`config.mk`:
```
export PLATFORM = sky130hd
export DESIGN_NAME = ride_through_decel_control
export DESIGN_NICKNAME = d
export VERILOG_FILES = /design/src/ride_through_pkg.sv /design/src/ride_through_decel_control.sv
export VERILOG_INCLUDE_DIRS = /design/src
export SDC_FILE = /design/constraint.sdc
export NUM_CORES = 2
export LEC_CHECK = 0
export BUFFER_PORTS_ARGS = -buffer_cell sky130_fd_sc_hd__buf_2
export CAP_MARGIN = 20
export CORE_MARGIN = 3
export CORE_UTILIZATION = 29
export CTS_CLUSTER_SIZE = 16
export DETAILED_ROUTE_END_ITERATION = 10
export GPL_ROUTABILITY_DRIVEN = 0
export PLACE_DENSITY = 0.47
export SYNTH_ARGS = -nofsm -noshare
export SYNTH_HDL_FRONTEND = slang
export SYNTH_SLANG_ARGS = --single-unit
```
`constraint.sdc`:
```
create_clock -name aclk -period 16.3 [get_ports aclk]
set_input_delay 0.815 -clock aclk [delete_from_list [all_inputs] [get_ports aclk]]
set_output_delay 0.815 -clock aclk [all_outputs]
set_load 0.01 [all_outputs]
```
`src/ride_through_consts.svh`:
```
// Register offsets, reset values, limits and timing for the ride-through supervisor
`ifndef RIDE_THROUGH_CONSTS_SVH
`define RIDE_THROUGH_CONSTS_SVH
`define RT_OFF_CTRL     8'h00
`define RT_OFF_START    8'h04
`define RT_OFF_TARGET   8'h08
`define RT_OFF_DECEL    8'h0C
`define RT_OFF_STEP     8'h10
`define RT_OFF_KP       8'h14
`define RT_OFF_TI       8'h18
`define RT_OFF_TLIM     8'h1C
`define RT_OFF_MFI_LO   8'h20
`define RT_OFF_MFI_HI   8'h24
`define RT_OFF_STATUS   8'h28
`define RT_RST_START    14'h0898
`define RT_RST_TARGET   14'h0E10
`define RT_RST_DECEL    19'h0_0064
`define RT_RST_KP       8'h14
`define RT_RST_TI       16'h0064
`define RT_RST_TL       8'h96
`define RT_MAX_VOLT     14'h2710
`define RT_MAX_DECEL    19'h5_7E40
`define RT_MAX_STEP     16'h03E8
`define RT_MAX_TI       16'hFFFA
`define RT_TL_MAX_SMALL 8'hC8
`define RT_TL_MAX_LARGE 8'hB4
`define RT_FN_TL_EN     8'h28
`define RT_FN_TL_SW1    8'h29
`define RT_FN_TL_SW2    8'h2A
`define RT_DECEL_UNIT_MS 10
`define RT_TICK_MS       1
`define RT_TICKS_PER_UNIT (`RT_DECEL_UNIT_MS / `RT_TICK_MS)
`define RT_KP_SHIFT     7
`endif

```
`src/ride_through_pkg.sv`:
```
// Types shared by the ride-through supervisor
package ride_through_pkg;
  typedef enum logic [1:0] {rt_off, rt_decel_stop, rt_dc_norecover, rt_dc_recover} rt_mode_t;
  typedef enum logic [2:0] {tl_quadrant, tl_terminal, tl_analog, tl_option1, tl_option2}
    tl_source_t;
  typedef enum {st_normal, st_decel, st_dcc, st_stopped, st_shutoff} rt_state_t;
endpackage

```
`src/ride_through_decel_control.sv`:
```
// Ride-through deceleration supervisor with torque ramp hold and AXI4-Lite registers
//
// The register offsets and the AXI4-Lite slave port were chosen for this implementation.
`timescale 1ns/10ps
`include "ride_through_consts.svh"
module ride_through_decel_control #(
  parameter bit LARGE_UNIT = 1'b0
) (
  // Clock and reset
  input  wire logic        aclk,
  input  wire logic        aresetn,
  // AXI4-Lite slave
  input  wire logic [7:0]  s_axi_awaddr,
  input  wire logic        s_axi_awvalid,
  output logic             s_axi_awready,
  input  wire logic [31:0] s_axi_wdata,
  input  wire logic [3:0]  s_axi_wstrb,
  input  wire logic        s_axi_wvalid,
  output logic             s_axi_wready,
  output logic [1:0]       s_axi_bresp,
  output logic             s_axi_bvalid,
  input  wire logic        s_axi_bready,
  input  wire logic [7:0]  s_axi_araddr,
  input  wire logic        s_axi_arvalid,
  output logic             s_axi_arready,
  output logic [31:0]      s_axi_rdata,
  output logic [1:0]       s_axi_rresp,
  output logic             s_axi_rvalid,
  input  wire logic        s_axi_rready,
  // Pins
  input  wire logic        forward_run_command,
  input  wire logic        mains_present,
  input  wire logic        control_power_dip,
  input  wire logic [7:0]  input_terminals,
  // Drive core, same clock
  input  wire logic        loop_tick,
  input  wire logic [13:0] bus_voltage,
  input  wire logic        undervoltage,
  input  wire logic        tripped,
  input  wire logic        torque_limiting,
  input  wire logic [15:0] frequency_ref,
  input  wire logic        quadrant_reverse,
  input  wire logic        quadrant_regen,
  input  wire logic [7:0]  analog_torque_limit,
  input  wire logic [7:0]  option_torque_limit,
  // Power stage
  output logic [15:0]      out_freq_reg,
  output logic             ramp_hold_reg,
  output logic             output_shutoff_reg,
  output logic [7:0]       torque_limit_reg,
  output logic             ride_active_reg
);
  ride_through_pkg::rt_state_t st_reg;
  logic [10:0] sync1_reg;
  logic [10:0] sync2_reg;
  logic [1:0]  mode_reg;
  logic        hold_sel_reg;
  logic [2:0]  method_reg;
  logic [2:0]  tl_src_reg;
  logic [13:0] start_v_reg;
  logic [13:0] target_v_reg;
  logic [18:0] decel_reg;
  logic [15:0] step_reg;
  logic [7:0]  kp_reg;
  logic [15:0] ti_reg;
  logic [31:0] tlim_reg;
  logic [63:0] mfi_reg;
  logic [22:0] dda_reg;
  logic [15:0] fstart_reg;
  logic [15:0] icnt_reg;
  logic signed [23:0] integ_reg;
  logic        aw_have_reg;
  logic        w_have_reg;
  logic [7:0]  awaddr_reg;
  logic [31:0] wdata_reg;
  logic [3:0]  wstrb_reg;
  // Synchronised pins
  wire run_s   = sync2_reg[0];
  wire mains_s = sync2_reg[1];
  wire dip_s   = sync2_reg[2];
  wire [7:0] term_s = sync2_reg[10:3];
  // Input function decode
  logic [7:0] is_en;
  logic [7:0] is_sw1;
  logic [7:0] is_sw2;
  genvar gi;
  generate
    for (gi = 0; gi < 8; gi++) begin : g_fn
      assign is_en[gi]  = mfi_reg[gi*8 +: 8] == `RT_FN_TL_EN;
      assign is_sw1[gi] = mfi_reg[gi*8 +: 8] == `RT_FN_TL_SW1;
      assign is_sw2[gi] = mfi_reg[gi*8 +: 8] == `RT_FN_TL_SW2;
    end
  endgenerate
  wire en_assigned = |is_en;
  wire en_on       = |(is_en & term_s);
  wire sw1_on      = |(is_sw1 & term_s);
  wire sw2_on      = |(is_sw2 & term_s);
  // Torque limit selection
  wire [7:0] tl_max = LARGE_UNIT ? `RT_TL_MAX_LARGE : `RT_TL_MAX_SMALL;
  wire [1:0] quad_idx = {quadrant_reverse ^ quadrant_regen, quadrant_regen};
  wire [1:0] term_idx = {sw2_on, sw1_on};
  logic [7:0] tl_sel;
  always_comb begin
    case (ride_through_pkg::tl_source_t'(tl_src_reg))
      ride_through_pkg::tl_quadrant: tl_sel = tlim_reg[quad_idx*8 +: 8];
      ride_through_pkg::tl_terminal: tl_sel = tlim_reg[term_idx*8 +: 8];
      ride_through_pkg::tl_analog:   tl_sel = analog_torque_limit;
      default:                       tl_sel = option_torque_limit;
    endcase
  end
  wire [7:0] tl_lim  = (tl_sel > tl_max) ? tl_max : tl_sel;
  wire [7:0] tl_next = (en_assigned && !en_on) ? tl_max : tl_lim;
  // Thresholds and ramp hold
  wire vector_mode = method_reg >= 3'd3 && method_reg <= 3'd5;
  wire hold_now    = hold_sel_reg && vector_mode && torque_limiting;
  wire [13:0] eff_level = (target_v_reg < start_v_reg) ? start_v_reg : target_v_reg;
  wire below_start = bus_voltage < start_v_reg;
  wire over_level  = bus_voltage >= eff_level;
  wire running     = run_s && !tripped && !undervoltage && out_freq_reg != 16'h0000;
  wire go_decel = loop_tick && running && mode_reg == 2'(ride_through_pkg::rt_decel_stop)
                  && below_start;
  wire go_dcc   = loop_tick && running && mode_reg[1] && (dip_s || below_start);
  wire in_fn    = st_reg == ride_through_pkg::st_decel || st_reg == ride_through_pkg::st_dcc;
  wire [15:0] stepped = (out_freq_reg > step_reg) ? out_freq_reg - step_reg : 16'h0000;
  // Timed deceleration
  wire [22:0] decel_ticks = 23'(decel_reg) * 23'(`RT_TICKS_PER_UNIT);
  wire [22:0] dda_sum     = dda_reg + 23'(fstart_reg);
  wire        dda_hit     = dda_sum >= decel_ticks;
  wire [15:0] dec_one     = (out_freq_reg != 16'h0000) ? out_freq_reg - 16'h0001 : 16'h0000;
  // PI bus regulation
  wire signed [14:0] err   = $signed({1'b0, eff_level}) - $signed({1'b0, bus_voltage});
  wire signed [23:0] p_raw = $signed({1'b0, kp_reg}) * err;
  wire signed [23:0] delta = (p_raw >>> `RT_KP_SHIFT) + integ_reg;
  wire        i_due   = icnt_reg >= ti_reg;
  wire [15:0] d_mag   = (delta > 24'sd65535) ? 16'hFFFF : delta[15:0];
  wire [15:0] pi_freq = (delta <= 0) ? out_freq_reg :
                        (d_mag > out_freq_reg) ? 16'h0000 : out_freq_reg - d_mag;
  // Normal ramp
  wire [15:0] tgt_f   = run_s ? frequency_ref : 16'h0000;
  wire [15:0] norm_f  = (out_freq_reg < tgt_f) ? out_freq_reg + 16'h0001 :
                        (out_freq_reg > tgt_f && !hold_now) ? dec_one : out_freq_reg;
  // State and ramp update
  ride_through_pkg::rt_state_t st_next;
  logic [15:0] f_next;
  always_comb begin
    st_next = st_reg;
    f_next  = out_freq_reg;
    case (st_reg)
      ride_through_pkg::st_normal: begin
        if (go_dcc) begin
          st_next = ride_through_pkg::st_dcc;
        end else if (go_decel) begin
          st_next = ride_through_pkg::st_decel;
          f_next  = stepped;
        end else if (loop_tick) begin
          f_next = norm_f;
        end
      end
      ride_through_pkg::st_decel: begin
        if (undervoltage) begin
          st_next = ride_through_pkg::st_shutoff;
          f_next  = 16'h0000;
        end else if (out_freq_reg == 16'h0000) begin
          st_next = ride_through_pkg::st_stopped;
        end else if (loop_tick && !over_level && dda_hit) begin
          f_next = dec_one;
        end
      end
      ride_through_pkg::st_dcc: begin
        if (undervoltage) begin
          st_next = ride_through_pkg::st_shutoff;
          f_next  = 16'h0000;
        end else if (out_freq_reg == 16'h0000) begin
          st_next = ride_through_pkg::st_stopped;
        end else if (loop_tick && mains_s && !dip_s && !(eff_level > bus_voltage)) begin
          st_next = mode_reg[0] ? ride_through_pkg::st_normal
                                : ride_through_pkg::st_decel;
        end else if (loop_tick) begin
          f_next = pi_freq;
        end
      end
      ride_through_pkg::st_stopped: begin
        f_next = 16'h0000;
        if (!run_s) begin
          st_next = ride_through_pkg::st_normal;
        end
      end
      ride_through_pkg::st_shutoff: begin
        f_next = 16'h0000;
        if (!run_s) begin
          st_next = ride_through_pkg::st_normal;
        end
      end
      default: st_next = ride_through_pkg::st_normal;
    endcase
  end
  wire shut_next = st_next == ride_through_pkg::st_shutoff;
  wire hold_next = (st_reg == ride_through_pkg::st_normal && hold_now) ||
                   (st_reg == ride_through_pkg::st_decel && over_level);
  always_ff @(posedge aclk) begin
    if (!aresetn) begin
      sync1_reg <= 11'h000;
      sync2_reg <= 11'h000;
    end else begin
      sync1_reg <= {input_terminals, control_power_dip, mains_present, forward_run_command};
      sync2_reg <= sync1_reg;
    end
  end
  always_ff @(posedge aclk) begin
    if (!aresetn) begin
      st_reg             <= ride_through_pkg::st_normal;
      out_freq_reg       <= 16'h0000;
      ramp_hold_reg      <= 1'b0;
      output_shutoff_reg <= 1'b0;
      torque_limit_reg   <= 8'h00;
      ride_active_reg    <= 1'b0;
    end else begin
      st_reg             <= st_next;
      out_freq_reg       <= f_next;
      ramp_hold_reg      <= hold_next;
      output_shutoff_reg <= shut_next;
      torque_limit_reg   <= tl_next;
      ride_active_reg    <= st_next != ride_through_pkg::st_normal;
    end
  end
  always_ff @(posedge aclk) begin
    if (!aresetn || !in_fn) begin
      dda_reg    <= 23'h00_0000;
      fstart_reg <= f_next;
      icnt_reg   <= 16'h0000;
      integ_reg  <= 24'sd0;
    end else if (loop_tick) begin
      dda_reg   <= (st_reg == ride_through_pkg::st_decel && !over_level) ?
                   (dda_hit ? dda_sum - decel_ticks : dda_sum) : dda_reg;
      icnt_reg  <= i_due ? 16'h0000 : icnt_reg + 16'h0001;
      integ_reg <= i_due ? integ_reg + 24'(err) : integ_reg;
    end
  end
  // Register bus
  function automatic logic [31:0] reg_read(input logic [7:0] a);
    case (a)
      `RT_OFF_CTRL:   reg_read = {17'h0, tl_src_reg, 1'b0, method_reg, 3'h0, hold_sel_reg,
                                  2'h0, mode_reg};
      `RT_OFF_START:  reg_read = {18'h0, start_v_reg};
      `RT_OFF_TARGET: reg_read = {18'h0, target_v_reg};
      `RT_OFF_DECEL:  reg_read = {13'h0, decel_reg};
      `RT_OFF_STEP:   reg_read = {16'h0, step_reg};
      `RT_OFF_KP:     reg_read = {24'h0, kp_reg};
      `RT_OFF_TI:     reg_read = {16'h0, ti_reg};
      `RT_OFF_TLIM:   reg_read = tlim_reg;
      `RT_OFF_MFI_LO: reg_read = mfi_reg[31:0];
      `RT_OFF_MFI_HI: reg_read = mfi_reg[63:32];
      `RT_OFF_STATUS: reg_read = {out_freq_reg, torque_limit_reg, 3'h0, output_shutoff_reg,
                                  ramp_hold_reg, 3'(st_reg)};
      default:        reg_read = 32'h0000_0000;
    endcase
  endfunction
  function automatic logic [13:0] clamp_v(input logic [31:0] d);
    clamp_v = (d > 32'(`RT_MAX_VOLT)) ? `RT_MAX_VOLT : d[13:0];
  endfunction
  wire        mapped_w = awaddr_reg <= `RT_OFF_MFI_HI && awaddr_reg[1:0] == 2'b00;
  wire        mapped_r = s_axi_araddr <= `RT_OFF_STATUS && s_axi_araddr[1:0] == 2'b00;
  wire [31:0] bmask = {{8{wstrb_reg[3]}}, {8{wstrb_reg[2]}}, {8{wstrb_reg[1]}},
                       {8{wstrb_reg[0]}}};
  wire [31:0] wd = (reg_read(awaddr_reg) & ~bmask) | (wdata_reg & bmask);
  wire        do_write = aw_have_reg && w_have_reg && !s_axi_bvalid;
  wire [7:0]  tl_w [4];
  generate
    for (gi = 0; gi < 4; gi++) begin : g_tl
      assign tl_w[gi] = (wd[gi*8 +: 8] > tl_max) ? tl_max : wd[gi*8 +: 8];
    end
  endgenerate
  always_ff @(posedge aclk) begin
    if (!aresetn) begin
      aw_have_reg <= 1'b0;
      w_have_reg  <= 1'b0;
      awaddr_reg  <= 8'h00;
      wdata_reg   <= 32'h0000_0000;
      wstrb_reg   <= 4'h0;
      s_axi_bvalid <= 1'b0;
      s_axi_bresp  <= 2'b00;
    end else begin
      if (s_axi_awvalid && s_axi_awready) begin
        aw_have_reg <= 1'b1;
        awaddr_reg  <= s_axi_awaddr;
      end
      if (s_axi_wvalid && s_axi_wready) begin
        w_have_reg <= 1'b1;
        wdata_reg  <= s_axi_wdata;
        wstrb_reg  <= s_axi_wstrb;
      end
      if (do_write) begin
        aw_have_reg  <= 1'b0;
        w_have_reg   <= 1'b0;
        s_axi_bvalid <= 1'b1;
        s_axi_bresp  <= mapped_w ? 2'b00 : 2'b10;
      end else if (s_axi_bready) begin
        s_axi_bvalid <= 1'b0;
      end
    end
  end
  always_comb begin
    s_axi_awready = !aw_have_reg && aresetn;
    s_axi_wready  = !w_have_reg && aresetn;
  end
  always_ff @(posedge aclk) begin
    if (!aresetn) begin
      mode_reg     <= 2'(ride_through_pkg::rt_off);
      hold_sel_reg <= 1'b0;
      method_reg   <= 3'h0;
      tl_src_reg   <= 3'(ride_through_pkg::tl_quadrant);
      start_v_reg  <= `RT_RST_START;
      target_v_reg <= `RT_RST_TARGET;
      decel_reg    <= `RT_RST_DECEL;
      step_reg     <= 16'h0000;
      kp_reg       <= `RT_RST_KP;
      ti_reg       <= `RT_RST_TI;
      tlim_reg     <= {4{`RT_RST_TL}};
      mfi_reg      <= 64'h0;
    end else if (do_write) begin
      case (awaddr_reg)
        `RT_OFF_CTRL: begin
          mode_reg     <= wd[1:0];
          hold_sel_reg <= wd[4];
          method_reg   <= wd[10:8];
          tl_src_reg   <= (wd[14:12] > 3'd4) ? tl_src_reg : wd[14:12];
        end
        `RT_OFF_START:  start_v_reg  <= clamp_v(wd);
        `RT_OFF_TARGET: target_v_reg <= clamp_v(wd);
        `RT_OFF_DECEL:  decel_reg <= (wd == 32'h0) ? 19'h0_0001 :
                          (wd > 32'(`RT_MAX_DECEL)) ? `RT_MAX_DECEL : wd[18:0];
        `RT_OFF_STEP:   step_reg <= (wd > 32'(`RT_MAX_STEP)) ? `RT_MAX_STEP : wd[15:0];
        `RT_OFF_KP:     kp_reg <= wd[7:0];
        `RT_OFF_TI:     ti_reg <= (wd > 32'(`RT_MAX_TI)) ? `RT_MAX_TI : wd[15:0];
        `RT_OFF_TLIM:   tlim_reg <= {tl_w[3], tl_w[2], tl_w[1], tl_w[0]};
        `RT_OFF_MFI_LO: mfi_reg[31:0] <= wd;
        `RT_OFF_MFI_HI: mfi_reg[63:32] <= wd;
        default: ;
      endcase
    end
  end
  always_ff @(posedge aclk) begin
    if (!aresetn) begin
      s_axi_arready <= 1'b0;
      s_axi_rvalid  <= 1'b0;
      s_axi_rdata   <= 32'h0000_0000;
      s_axi_rresp   <= 2'b00;
    end else begin
      s_axi_arready <= !s_axi_rvalid && !s_axi_arready && s_axi_arvalid;
      if (s_axi_arvalid && s_axi_arready) begin
        s_axi_rvalid <= 1'b1;
        s_axi_rdata  <= reg_read(s_axi_araddr);
        s_axi_rresp  <= mapped_r ? 2'b00 : 2'b10;
      end else if (s_axi_rready) begin
        s_axi_rvalid <= 1'b0;
      end
    end
  end
endmodule // ride_through_decel_control

```
==> flow_summary.yaml <==
outcome:
  status: "finished clean"
final_layout:
  flow.area_growth_from_synthesis_pct: 15.00
  seq_area_um2: 8874
  multi_input_area_um2: 24580
  largest_reg_flops: 64
  finalCoreUtilization_pct: 33.66
  fill_cells: 12850
  final_layout_size_suffix_gt1_share_pct: 11.32
  final_nets: 5077
global_route:
  grt.total_usage_pct: 23.90
  first_global_vias: 33680
  grt_pass1_wl_mm: 227.5
  global_route.overflow_total: 0
  grt_start_max_net_pins: 73
  antenna_found_initial: 9
timing:
  max_clock_freq_mhz: 65.26
  min_period_over_period_pct: 94.00
  final_max_tran_viols: 0
  rsz0062_at_grt: "false"
  hold_viol_final: 0
  final.setup.worst_slack_ps: 977.5
  tightest_slew_ps: 1215
  fin_worst_skew_ps: 57.99
  max_slew_margin_pct: 16.69
  totalNegativeSetupSlack_ps: 0
  finalWorstPathRequiredPeriod_ps: 15320
  timing.final.setup_violations: 0
synth:
  synth-seq-cells: 435
  synthesis.area_um2: 35160
  yosys_warnings: 0
  post_synth_xor_area_fraction_pct: 3.812
  synth_compound_area_share_pct: 24.37
  synth-main-ff-cell: "sky130_fd_sc_hd__dfxtp_1"
  synth.distinct_cells: 99
  combinational_family_with_the_most_area_after_synthesis: "compound AO/OA/AOI/OAI gates"
  async_reset_ff_share_pct: 0
  synth-simple-area-share_pct: 21.42
  syn-instance-count: 4426
  synth_fa_ha_area_share_pct: 15.51
  muxShareOfSynthArea_pct: 4.043
  synth_enable_flop_cells: 16
  post_synth.cell_area_avg_um2: 7.943
  yosysSeqAreaShare_pct: 25.23
critical_path:
  critPathSlowestCell: "sky130_fd_sc_hd__fa_1"
  timing.critical_path.from_type: "flop"
  worstSetupEndpointType: "flop"
  worst_ep_required_ps: 16700
  critical_path_class: "reg2reg"
  cp_arrival_ps: 15720
  path_max_fanout: 14
  max_stage_delay_ps: 530
power:
  vdd.ir_drop.worst_mv: 0.07265
  leakagePower_uw: 0.01643
  powerDensity_nw_per_um2: 85.06
drt:
  drt_iter0_markers: 3951
  routed_wl_mm: 156.2
  viasPerCell: 5.699
  routed_wire_length_per_instance_um: 25.01
  drt_pre_antenna_iters: 9
  num_vias: 35590
  detail_route.drc_violations: 0
  ant_nets: 0
placed_design:
  dp_hpwl_mm: 118.4
  place_worst_setup_slack_ps: 249.0
  portBuffers: 187
floorplan:
  die-area_um2: 125400
  horizontal_die_dimension_um: 354.2
  floorplan.initialDensity_pct: 29.27
  design.core.area_um2: 120100
  chipHeight_um: 354.2
  floorplan.rows: 127
  floorplan.io_pins: 190
clock_tree:
  cts_tree: "built"
  cts_made_buffers: 57
  clock_tree.htree_level_count: 2
  cts_max_path_buffers: 3
  clkSlewWorstSetupHoldPaths_ps: 60
  tritoncts_num_sinks: 435
  clock_latency_ps: 680
  clockRootBuffer: "sky130_fd_sc_hd__clkbuf_16"
min_path:
  worstHoldPathType: "in2reg"
flow_run:
  drv.max_cap_violation_count: 0
where the power goes:
group	internal (µW)	switching, µW	total, µW
registers	1090	22.3	1110
clock network	860	556	1420
logic	329	586	915
cells in the final DEF, fill, tap and decap left out, drive strengths merged, types with 28 or more instances in the layout:
cell type,n
nand3,101
a211oi,43
or3,28
nor4,41
and2,112
nand2,458
o21a,38
a21oi,364
nand4,40
inv,275
a22o,53
a22oi,95
o211ai,31
a21o,81
buf,303
xnor2,97
nor3,130
a31oi,64
nand2b,46
fa,103
clkbuf,82
o21ai,221
mux2i,97
ha,271
and3,36
conb,31
mux2,34
a221oi,48
dfxtp,419
nor2b,54
nor2,374
xor2,56
cell type report:
class | count | share of cell area (%)
well taps | 1612 | 4.989
repair buffers | 303 | 4.469
diodes | 4 | 0.02476
inverters | 273 | 2.547
multi-input cells | 3511 | 60.81
clock buffers | 82 | 4.233
flip-flops and latches | 435 | 21.95
clock inverters | 25 | 0.9841
repair_timing:
action                                  4_1_cts  5_1_grt
endpoints found under the setup margin        0       32
gates resized for setup                       0       13
buffers inserted                              0        0
hold endpoints to repair                      0        0
hold buffers                                  0        0
critical path: cells and delay by family (launching register included):
| kind | cells | cell delay (ps) |
|---|---|---|
| multiplexers | 1 | 260 |
| AO/OA/AOI/OAI | 30 | 7000 |
| buffers and inverters | 8 | 710 |
| XOR/XNOR | 2 | 350 |
| adder cells (fa/ha/maj) | 11 | 4110 |
| flip-flops | 1 | 420 |
| AND/OR/NAND/NOR | 14 | 2190 |
cells by family after synthesis:
| group | Yosys count |
|---|---|
| AND/OR/NAND/NOR | 1530 |
| AO/OA/AOI/OAI | 1289 |
| buffers and inverters | 510 |
| flip-flops | 435 |
| adder cells (fa/ha/maj) | 374 |
| XOR/XNOR | 153 |
| multiplexers | 134 |
| other | 1 |
stage by stage:
step / hold slack, ps / cells / area [µm²] / total power [µW]
floorplan: 411.9 / 4456 / 35270 / 1738
global placement: 416.1 / 6132 / 38220 / 2022
detailed placement: 421.2 / 6133 / 38230 / 2023
CTS: 307.6 / 6240 / 40340 / 3450
global route: 332.8 / 6241 / 40420 / 3594
finish: 335.6 / 6245 / 40430 / 3439
cells in the mapped netlist, types with 46 or more instances:
library cell               instances  area share (%)
sky130_fd_sc_hd__mux2i_1          97             2.8
sky130_fd_sc_hd__a22oi_1          95             2.0
sky130_fd_sc_hd__inv_1           269             2.9
sky130_fd_sc_hd__nor2b_1          54            0.96
sky130_fd_sc_hd__a22o_1           53             1.3
sky130_fd_sc_hd__xor2_1           56             1.4
sky130_fd_sc_hd__dfxtp_1         419              24
sky130_fd_sc_hd__clkbuf_1        190             2.0
sky130_fd_sc_hd__nand3_1         101             1.4
sky130_fd_sc_hd__fa_1            103             5.9
sky130_fd_sc_hd__nor3_1          127             1.8
sky130_fd_sc_hd__nor2_1          374             4.0
sky130_fd_sc_hd__a21o_1           81             1.7
sky130_fd_sc_hd__nand2_1         458             4.9
sky130_fd_sc_hd__a221oi_1         48             1.2
sky130_fd_sc_hd__and2_1          110             2.0
sky130_fd_sc_hd__o21ai_0         217             3.1
sky130_fd_sc_hd__ha_1            271             9.6
sky130_fd_sc_hd__a21oi_1         364             5.2
sky130_fd_sc_hd__nand2b_1         46            0.82
sky130_fd_sc_hd__xnor2_1          97             2.4
sky130_fd_sc_hd__a31oi_1          64             1.1
path summary, 6_finish.rpt:
path	startpoint	to	slack (ps)	cells after the start
min	s_axi_wdata[1]	wdata_reg[1]	340	3
min reg2reg	sync1_reg[0]	sync2_reg[0]	430	1
max reg2reg	start_v_reg[1]	fstart_reg[5]	980	66
max	start_v_reg[1]	fstart_reg[5]	980	66
per-layer routing:
metal	global-route usage, %	share of wire [%]	vias to the layer above
met1	31.94	43	17150
met4	9.992	4.4	4
met5	0	0.015	-
met3	5.719	9.2	381
met2	36.78	44	1692
li1	-	-	16360
Note: power is estimated with default switching activity, not from simulation.
